### src/hdl/baud_gen_pkg.sv
// Constants, register map and modulation lookups for the baud rate generator
`default_nettype none
package baud_gen_pkg;

    // Register byte offsets
    localparam logic [3:0] CTRL_OFFSET = 4'h0;
    localparam logic [3:0] DIVISOR_OFFSET = 4'h4;
    localparam logic [3:0] MOD_OFFSET = 4'h8;
    localparam logic [3:0] STATUS_OFFSET = 4'hC;

    // Field positions
    localparam int CTRL_OS_BIT = 0;
    localparam int MOD_BRS_LSB = 0;
    localparam int MOD_BRF_LSB = 4;
    localparam int STAT_RUN_BIT = 0;
    localparam int STAT_OS_BIT = 1;
    localparam int STAT_IDX_LSB = 4;

    // Reset values
    localparam logic RST_OS = 1'b0;
    localparam logic [15:0] RST_DIVISOR = 16'h0003;
    localparam logic [2:0] RST_BRS = 3'h0;
    localparam logic [3:0] RST_BRF = 4'h0;

    // Counts in source clocks and sixteen-times clock periods
    localparam logic [15:0] LF_MIN_DIVISOR = 16'h0003;
    localparam logic [4:0] OS_PERIODS = 5'h10;
    localparam logic [4:0] OS_HALF = 5'h08;
    localparam logic [15:0] OS_BYPASS_MAX = 16'h0001;

    // Per-bit lengthening pattern, bit i of entry = modulation of bit i
    localparam logic [7:0] BRS_PAT [8] = '{
        8'h00, 8'h02, 8'h22, 8'h2A, 8'hAA, 8'hAE, 8'hEE, 8'hFE
    };

    function automatic logic brs_bit(input logic [2:0] sel,
                                     input logic [2:0] pos);
        logic [7:0] pat;
        pat = BRS_PAT[sel];
        return pat[pos];
    endfunction : brs_bit

    // Ones at 1..ceil(k/2) and at the floor(k/2) top positions
    function automatic logic brf_bit(input logic [3:0] k,
                                     input logic [4:0] pos);
        logic [4:0] lo;
        logic [4:0] hi;
        lo = {1'b0, k[3:1]} + {4'h0, k[0]};
        hi = 5'h10 - {2'h0, k[3:1]};
        if (pos == 5'h00 || pos > 5'h0F) begin
            return 1'b0;
        end
        return (pos <= lo) || (pos >= hi);
    endfunction : brf_bit

endpackage : baud_gen_pkg
`default_nettype wire

### src/hdl/baud_gen.sv
// Baud rate generator with low-frequency and oversampling modes
//
// Operation
// RULE1 - Oversample select low: one prescaler and modulator form bit clock.
// RULE2 - Low-frequency mode reaches a third of the source clock at most.
// RULE3 - Low-frequency mode votes three samples around mid bit.
// RULE4 - A bit with modulation one lasts one source clock longer.
// RULE5 - Per-bit pattern has eight positions, wraps, restarts per start.
// RULE6 - Second-stage setting picks an eight-bit pattern; start never longer.
// RULE7 - Oversample select high: sixteen-times clock, then bit clock stage.
// RULE8 - Oversampling mode reaches a sixteenth of source clock at most.
// RULE9 - Oversampling mode spaces the three votes one sixteenth bit apart.
// RULE10 - Oversampling with divisor zero or one bypasses the first stage.
// RULE11 - Sixteen-times period with modulation one is a clock longer.
// RULE12 - First-stage pattern has ones low from position one and at top.
// RULE13 - Oversampling bit clock is also lengthened per bit.
// RULE14 - Low-frequency bit lasts divisor plus its modulation.
// RULE15 - Oversampling bit lasts (16+m) times divisor plus first-stage ones.
// RULE16 - Software picks oversampling only with division factor of 16 up.
// RULE17 - Software sets low-frequency divisor and modulation from factor.
// RULE18 - Software sets oversampling divisor and first stage from factor.
// RULE19 - Software may tune second stage with first stage plus or minus one.
// RULE20 - Receive generator idles until start edge; stops if unconfirmed.
// RULE21 - Transmit generator starts on buffer write; stops without data.
// RULE22 - Divisor 16 bits, second-stage setting 3 bits, first-stage 4 bits.
// RULE23 - Counters reload at each bit boundary with that bit's modulation.
//
// The Wishbone slave port and the register addresses are this design's own decisions.
`default_nettype none
module baud_gen
    import baud_gen_pkg::*;
(
    // Clock and reset
    input wire logic mclk_in,
    input wire logic rst_n_in,
    // Wishbone slave
    input wire logic wb_cyc_in,
    input wire logic wb_stb_in,
    input wire logic wb_we_in,
    input wire logic [3:0] wb_adr_in,
    input wire logic [3:0] wb_sel_in,
    input wire logic [31:0] wb_dat_in,
    output logic [31:0] wb_dat_out,
    output logic wb_ack_out,
    // Start and stop from the receive and transmit state machines
    input wire logic rx_start_edge_in,
    input wire logic rx_start_fail_in,
    input wire logic transmit_buffer_write_in,
    input wire logic tx_no_data_in,
    input wire logic rx_in,
    // Timing outputs
    output logic bit_timing_clock_out,
    output logic sixteen_times_bit_clock_out,
    output logic sample_out,
    output logic [2:0] bit_index_out,
    output logic running_out,
    output logic bit_value_out,
    output logic bit_valid_out
);

    ////////////////////////////////////////////////////////////////////////
    typedef struct packed {
        logic oversample_select;
        logic [15:0] prescale_divisor;
        logic [2:0] brs;
        logic [3:0] brf;
        logic ack;
        logic [31:0] rdat;
        logic run;
        logic [2:0] idx;
        logic [15:0] cnt;
        logic [4:0] sub;
        logic bit_tick;
        logic tick16;
        logic samp;
        logic samp_last;
        logic restart;
    } gen_state_t;

    gen_state_t st_q;
    gen_state_t st_d;

    ////////////////////////////////////////////////////////////////////////
    // Per-bit and per-period lengths, derived from current position
    logic m_bit;
    logic m16;
    logic bypass;
    logic [15:0] lf_div;
    logic [16:0] lf_len;
    logic [16:0] lf_half;
    logic [16:0] os_len;
    logic [4:0] os_periods;
    logic [4:0] os_half;
    logic [16:0] cnt17;
    logic period_end;
    logic bit_end;
    logic wb_req;

    always_comb begin
        m_bit = brs_bit(st_q.brs, st_q.idx); // RULE6
        // Below the third-of-clock limit the divisor is held at three
        lf_div = (st_q.prescale_divisor < LF_MIN_DIVISOR) ?
                 LF_MIN_DIVISOR : st_q.prescale_divisor; // RULE2
        lf_len = {1'b0, lf_div} + {16'h0000, m_bit}; // RULE14 RULE4
        lf_half = {2'b00, lf_div[15:1]} + {16'h0000, m_bit}; // RULE3
        bypass = (st_q.prescale_divisor <= OS_BYPASS_MAX); // RULE10
        m16 = bypass ? 1'b0 : brf_bit(st_q.brf, st_q.sub); // RULE11 RULE12
        os_len = bypass ? 17'h00001 :
                 ({1'b0, st_q.prescale_divisor} + {16'h0000, m16});
        os_periods = OS_PERIODS + {4'h0, m_bit}; // RULE8 RULE13 RULE15
        os_half = OS_HALF + {4'h0, m_bit};
        cnt17 = {1'b0, st_q.cnt};
        if (st_q.oversample_select) begin
            period_end = (cnt17 == os_len - 17'h00001); // RULE7
            bit_end = period_end &&
                      (st_q.sub == os_periods - 5'h01); // RULE15
        end else begin
            period_end = (cnt17 == lf_len - 17'h00001); // RULE1
            bit_end = period_end;
        end
    end

    ////////////////////////////////////////////////////////////////////////
    // Register access and bit timing
    assign wb_req = wb_cyc_in && wb_stb_in;

    always_comb begin
        st_d = st_q;
        st_d.ack = wb_req && !st_q.ack;
        st_d.bit_tick = 1'b0;
        st_d.tick16 = 1'b0;
        st_d.samp = 1'b0;
        st_d.samp_last = 1'b0;
        st_d.restart = 1'b0;

        if (wb_req && !st_q.ack) begin
            st_d.rdat = 32'h00000000;
            case (wb_adr_in)
                CTRL_OFFSET: begin
                    st_d.rdat[CTRL_OS_BIT] = st_q.oversample_select;
                    if (wb_we_in && wb_sel_in[0]) begin
                        st_d.oversample_select = wb_dat_in[CTRL_OS_BIT];
                    end
                end
                DIVISOR_OFFSET: begin
                    st_d.rdat[15:0] = st_q.prescale_divisor; // RULE22
                    if (wb_we_in && wb_sel_in[0]) begin
                        st_d.prescale_divisor[7:0] = wb_dat_in[7:0];
                    end
                    if (wb_we_in && wb_sel_in[1]) begin
                        st_d.prescale_divisor[15:8] = wb_dat_in[15:8];
                    end
                end
                MOD_OFFSET: begin
                    st_d.rdat[MOD_BRS_LSB +: 3] = st_q.brs; // RULE22
                    st_d.rdat[MOD_BRF_LSB +: 4] = st_q.brf;
                    if (wb_we_in && wb_sel_in[0]) begin
                        st_d.brs = wb_dat_in[MOD_BRS_LSB +: 3];
                        st_d.brf = wb_dat_in[MOD_BRF_LSB +: 4];
                    end
                end
                STATUS_OFFSET: begin
                    st_d.rdat[STAT_RUN_BIT] = st_q.run;
                    st_d.rdat[STAT_OS_BIT] = st_q.oversample_select;
                    st_d.rdat[STAT_IDX_LSB +: 3] = st_q.idx;
                end
                default: begin
                    st_d.rdat = 32'h00000000;
                end
            endcase
        end

        if (rx_start_edge_in || transmit_buffer_write_in) begin
            // A start wins over a stop; a receive start, or any start while idle, restarts the pattern at bit 0
            if (!st_q.run || rx_start_edge_in) begin // RULE20 RULE21
                st_d.run = 1'b1;
                st_d.idx = 3'h0; // RULE5
                st_d.cnt = 16'h0000;
                st_d.sub = 5'h00;
                st_d.restart = 1'b1;
            end
        end else if (rx_start_fail_in || tx_no_data_in) begin
            st_d.run = 1'b0; // RULE20 RULE21
            st_d.cnt = 16'h0000;
            st_d.sub = 5'h00;
        end else if (st_q.run) begin
            if (st_q.oversample_select) begin
                // Votes at the starts of three neighbouring 16x periods
                if (st_q.cnt == 16'h0000 &&
                    st_q.sub >= os_half - 5'h01 &&
                    st_q.sub <= os_half + 5'h01) begin
                    st_d.samp = 1'b1; // RULE9
                    st_d.samp_last = (st_q.sub == os_half + 5'h01);
                end
                if (period_end) begin
                    st_d.cnt = 16'h0000;
                    st_d.tick16 = 1'b1;
                    st_d.sub = bit_end ? 5'h00 : st_q.sub + 5'h01; // RULE11
                end else begin
                    st_d.cnt = st_q.cnt + 16'h0001;
                end
            end else begin
                if (cnt17 + 17'h00001 >= lf_half &&
                    cnt17 <= lf_half + 17'h00001) begin
                    st_d.samp = 1'b1; // RULE3
                    st_d.samp_last = (cnt17 == lf_half + 17'h00001);
                end
                st_d.cnt = period_end ? 16'h0000 :
                           st_q.cnt + 16'h0001;
            end
            if (bit_end) begin
                st_d.bit_tick = 1'b1;
                st_d.idx = st_q.idx + 3'h1; // RULE5 RULE23
            end
        end
    end

    always_ff @(posedge mclk_in or negedge rst_n_in) begin
        if (!rst_n_in) begin
            st_q <= '{
                oversample_select: RST_OS,
                prescale_divisor: RST_DIVISOR,
                brs: RST_BRS,
                brf: RST_BRF,
                ack: 1'b0,
                rdat: 32'h00000000,
                run: 1'b0,
                idx: 3'h0,
                cnt: 16'h0000,
                sub: 5'h00,
                bit_tick: 1'b0,
                tick16: 1'b0,
                samp: 1'b0,
                samp_last: 1'b0,
                restart: 1'b0
            };
        end else begin
            st_q <= st_d;
        end
    end

    ////////////////////////////////////////////////////////////////////////
    // Majority vote on the samples, taken one cycle after the last strobe
    majority_voter voter (
        .mclk_in(mclk_in),
        .rst_n_in(rst_n_in),
        .sample_in(st_q.samp),
        .last_sample_in(st_q.samp_last),
        .clear_in(st_q.restart),
        .rx_in(rx_in),
        .bit_value_out(bit_value_out),
        .bit_valid_out(bit_valid_out)
    );

    assign wb_ack_out = st_q.ack;
    assign wb_dat_out = st_q.rdat;
    assign bit_timing_clock_out = st_q.bit_tick;
    assign sixteen_times_bit_clock_out = st_q.tick16;
    assign sample_out = st_q.samp;
    assign bit_index_out = st_q.idx;
    assign running_out = st_q.run;

endmodule : baud_gen
`default_nettype wire

### src/hdl/majority_voter.sv
// Three-sample majority voter for one received bit
`default_nettype none
module majority_voter
    import baud_gen_pkg::*;
(
    // Clock and reset
    input wire logic mclk_in,
    input wire logic rst_n_in,
    // Sample strobes
    input wire logic sample_in,
    input wire logic last_sample_in,
    input wire logic clear_in,
    input wire logic rx_in,
    // Decision
    output logic bit_value_out,
    output logic bit_valid_out
);

    typedef struct packed {
        logic [1:0] samp;
        logic value;
        logic valid;
    } voter_state_t;

    voter_state_t st_q;
    voter_state_t st_d;

    always_comb begin
        st_d = st_q;
        st_d.valid = 1'b0;
        if (clear_in) begin
            st_d.samp = 2'h0;
        end else if (sample_in && last_sample_in) begin
            // Two of three decide the bit
            st_d.value = (st_q.samp[0] & st_q.samp[1]) |
                         (rx_in & (st_q.samp[0] | st_q.samp[1]));
            st_d.valid = 1'b1;
        end else if (sample_in) begin
            st_d.samp = {st_q.samp[0], rx_in};
        end
    end

    always_ff @(posedge mclk_in or negedge rst_n_in) begin
        if (!rst_n_in) begin
            st_q <= '{samp: 2'h0, value: 1'b1, valid: 1'b0};
        end else begin
            st_q <= st_d;
        end
    end

    assign bit_value_out = st_q.value;
    assign bit_valid_out = st_q.valid;

endmodule : majority_voter
`default_nettype wire

### config.mk
export PLATFORM = sky130hd
export DESIGN_NAME = baud_gen
export DESIGN_NICKNAME = d
export VERILOG_FILES = /design/src/hdl/baud_gen_pkg.sv /design/src/hdl/baud_gen.sv /design/src/hdl/majority_voter.sv
export SDC_FILE = /design/constraint.sdc
export NUM_CORES = 1
export LEC_CHECK = 0
export BUFFER_PORTS_ARGS = -buffer_cell sky130_fd_sc_hd__buf_2
export CAP_MARGIN = 0
export CORE_ASPECT_RATIO = 1.75
export CORE_MARGIN = 5
export CORE_UTILIZATION = 43
export CTS_BUF_LIST = sky130_fd_sc_hd__clkbuf_16
export DETAILED_ROUTE_END_ITERATION = 12
export SYNTH_ARGS = -nofsm -noshare
export SYNTH_HDL_FRONTEND = slang
export SYNTH_SLANG_ARGS = --single-unit
### constraint.sdc
create_clock -name mclk_in -period 10.7 [get_ports mclk_in]
set_input_delay 1.07 -clock mclk_in [delete_from_list [all_inputs] [get_ports mclk_in]]
set_output_delay 1.07 -clock mclk_in [all_outputs]
set_load 0.01 [all_outputs]
==> metrics.md <==
| Metric | Value |
|---|---|
| Layout area overhead | 6.492% |
| Port Buffers | 57 |
| CP Max Fanout | 9 |
| Kind of cell adding the most delay to the critical path | simple AND/OR/NAND/NOR gates |
| Synth Area in Compound Gates | 0.1756 |
| Crit path top cell by count | ha_1 |
| I/O Pins | 92 |
| Worst hold path type | register to register |
| Via density | 6.037 |
| Slew Viols, Final | 0 |
| Clock sink count | 75 |
| Worst EP arrival | 6.97 ns |
| Synth Area in Simple Gates | 0.2291 |
| Die width | 108.7 um |
| Fmax | 0.1491 GHz |
| HPWL after DPL | 17.04 mm |
| Core area | 16870 um2 |
| Critical path class | register to register |
| CP Data Required Time | 10.96 ns |
| Post-Place Cells | 1072 |
| Pin count of the biggest net entering global routing | 76 |
| DR vias | 6568 |
| Nets | 970 |
| CP Launch Type | register |
| Most frequent cells in the layout | dfrtp_1, ha_1, nand2_1 |
| Worst setup EP type | register |
| R2r setup slk | 3.99 ns |
| WL per Instance | 19.99 um |
| PD cells | 108.2 nW/um2 |
| Root buf cell | clkbuf_16 |
| Number of global-route vias before repair | 6400 |
| Antenna Nets Post-Route | 0 |
| Critical path, cell by cell | ha_1 > ha_1 > inv_1 > ha_1 > nor2b_1 > o21ai_0 > nand2b_1 > a21oi_1 > a41oi_1 > o21ai_0 > nor2_1 > nor4_1 > ha_1 > ha_1 > and4_1 > a21oi_1 > mux2_2 > or4_1 > or3_1 > a31oi_2 > nor4_4 > a21boi_0 > or3b_4 > o22ai_1 |
| Final WL | 21.75 mm |
| Worst Setup EP | st_q[8] |
| Share of synthesized registers carrying an async set or reset | 1.000 |
| Die Area | 19840 um2 |
| Adder-Cell Fraction of Synth Area | 0.1107 |
| DRC Markers | 0 |
| Post-CTS setup buffers | 0 |
| Antenna fix cells | 0 |
| Mux share of post-synthesis cell area | 0.03964 |
| Post-synth EDFFs | 0 |
| Final Hold Vio Count | 0 |
| Worst-path clk slew | 0.06 ns |
| Tot Pwr | 0.0008442 W |
| Yosys warning total | 0 |
| Post-Syn Area per Cell | 8.555 um2 |
| RR Endpoint | st_q[8] |
| CTS Buffer Depth | 2 |
| Die Y | 182.6 um |
| Worst slew pin tran | 0.9987 ns |
| 1st-pass router iterations | 5 |
| Fillers | 1765 |
| Flop and latch count out of synthesis | 75 |
| Levels on crit path | 24 |
| Gr ovfl total | 0 |
| Setup violators final | 0 |
| Non-Filler Instances | 1088 |
| Fraction of layout cells with a size suffix above 1 | 0.1394 |
| Top cell type's share of synthesized area | 0.2460 |
| Lkg Pwr | 3.397 nW |
| Seq/Total Area, Yosys | 0.2568 |
| VDD IR max | 0.07650 mV |
| Most common cell after layout, fill and taps aside | dfrtp_1 |
| Setup TNS | 0 ns |
| Main combinational cell family by area after synthesis | simple AND/OR/NAND/NOR gates |
| Crit share post-route | 0.6267 |
| H-tree depth | 3 |
| Worst reg2reg path depth | 24 |
| CTS Buf Count | 9 |
| Main flop type after synthesis | dfrtp_1 |
| Buf/Inv on CP | 1 |
| Max-cap violations | 0 |
| Initial antenna violation count | 0 |
| Worst Setup SP | st_q[63] |
| Rows | 63 |
| Worst-path cell with the longest stage delay | or4_1 |
| Tmin final | 6.705 ns |
| XOR/XNOR Fraction of Synth Area | 0.1030 |
| CTS tree | built |
| Cts repair resizes | 0 |
| Setup Skew | 0.008410 ns |
| Initial Util | 0.4341 |
| Cell accounting for the most synthesized area | dfrtp_1 |
| Slew Limit Headroom | 0.3342 |
| Top post-synthesis cells by area | dfrtp_1, ha_1, xnor2_1 |
| DRT iter0 DRCs | 343 |
| Worst r2r src | st_q[63] |
| Post-Place Cell Area | 7503 um2 |
| Util after Layout | 0.4623 |
| Mapped Cells | 856 |
| CTS Hold Bufs | 0 |
| CP max stage delay | 0.55 ns |
| First-pass GRT wire length | 34.31 mm |
| Post-route cell area | 7799 um2 |
| RSZ-0062 raised after global routing | false |
| GPL Wtd Cong | 0.9433 |
| Run status | completed |
| Overall global routing resource usage | 0.2233 |
| Mapped cell area | 7323 um2 |
| Worst-skew pair later-pin latency | 0.36 ns |
| Distinct cells, synth | 77 |
==> through the flow <==
stage,hold slack (ns),setup WS (ns)
final,0.4720,3.995
after global routing,0.4853,3.597
after CTS,0.4748,4.019
after detailed placement,0.4663,4.053
after global placement,0.4504,4.121
after floorplan,0.4223,5.400
==> registers in the layout (all words and copies together) (netlist names) <==
signal                       cells
running_out                      1
voter.st_q                       2
bit_timing_clock_out             1
voter.bit_valid_out              1
bit_index_out                    3
wb_ack_out                       1
st_q                            31
cnt17                           16
sixteen_times_bit_clock_out      1
voter.bit_value_out              1
wb_dat_out                      16
sample_out                       1
==> area by class of cell <==
cell class | count | area (um2) | share of cell area
clock buffers | 9 | 225.2 | 0.02888
clock inverters | 7 | 70.07 | 0.008984
inverters | 37 | 138.9 | 0.01781
multi-input cells | 672 | 4882 | 0.6260
flip-flops and latches | 75 | 1881 | 0.2411
well taps | 227 | 284.0 | 0.03642
repair buffers | 61 | 317.8 | 0.04075
==> routing by layer <==
metal	track usage	share of wire	vias to the layer above
met3	0.02867	0.039	74
met2	0.4090	0.54	207
met1	0.2376	0.36	3184
met5	0	0	-
li1	-	-	3103
met4	0.1320	0.060	0
==> logic make-up (layout without fill, tap and decap cells) <==
kind of cell / count (synthesis) / in the layout
AO/OA/AOI/OAI: 179 / 179
XOR/XNOR: 83 / 83
adder cells (fa/ha/maj): 65 / 65
buffers and inverters: 124 / 114
flip-flops: 75 / 75
multiplexers: 25 / 25
other: 1 / 16
AND/OR/NAND/NOR: 304 / 304
==> worst min-delay path by stage <==
stage / end / depth (start not counted) / slack, ns / from
2_1_floorplan: voter.st_q[3] / 1 / 0.42 / st_q[0]
3_3_place_gp: voter.st_q[2] / 1 / 0.45 / st_q[0]
3_5_place_dp: voter.st_q[2] / 1 / 0.47 / st_q[0]
4_1_cts: voter.st_q[2] / 1 / 0.47 / st_q[0]
5_1_grt: voter.st_q[2] / 1 / 0.49 / st_q[0]
6_report: voter.st_q[2] / 1 / 0.47 / st_q[0]
==> synth_stat cells (all sizes together), types with 4 or more instances <==
master   instances
nor3b            6
nand3           34
nor4            21
o22ai            5
a22oi            5
buf             52
and4             7
o31ai            4
ha              64
a32o            16
a211o            6
a2111oi          5
nor3            23
nand2           62
a41oi            4
o41ai            4
o21a            12
dfrtp           72
nor2b           17
a21oi           21
or3              7
o211ai           5
nand4           21
nor2            53
a22o             9
xnor2           53
inv             37
nand2b          12
o21ai           42
clkbuf          35
and2             4
or4              7
nor4b            5
xor2            28
mux2            22
and3            14
a211oi           7
a31oi            8
==> power by group <==
part / leakage (nW) / switching (W) / internal, W
Combinational: 2.26 / 0.000124 / 0.0000879
Sequential: 0.997 / 0.0000292 / 0.000294
Clock: 0.145 / 0.000129 / 0.000180
Total: 3.40 / 0.000282 / 0.000562
Note: power is estimated with default switching activity, not from simulation.
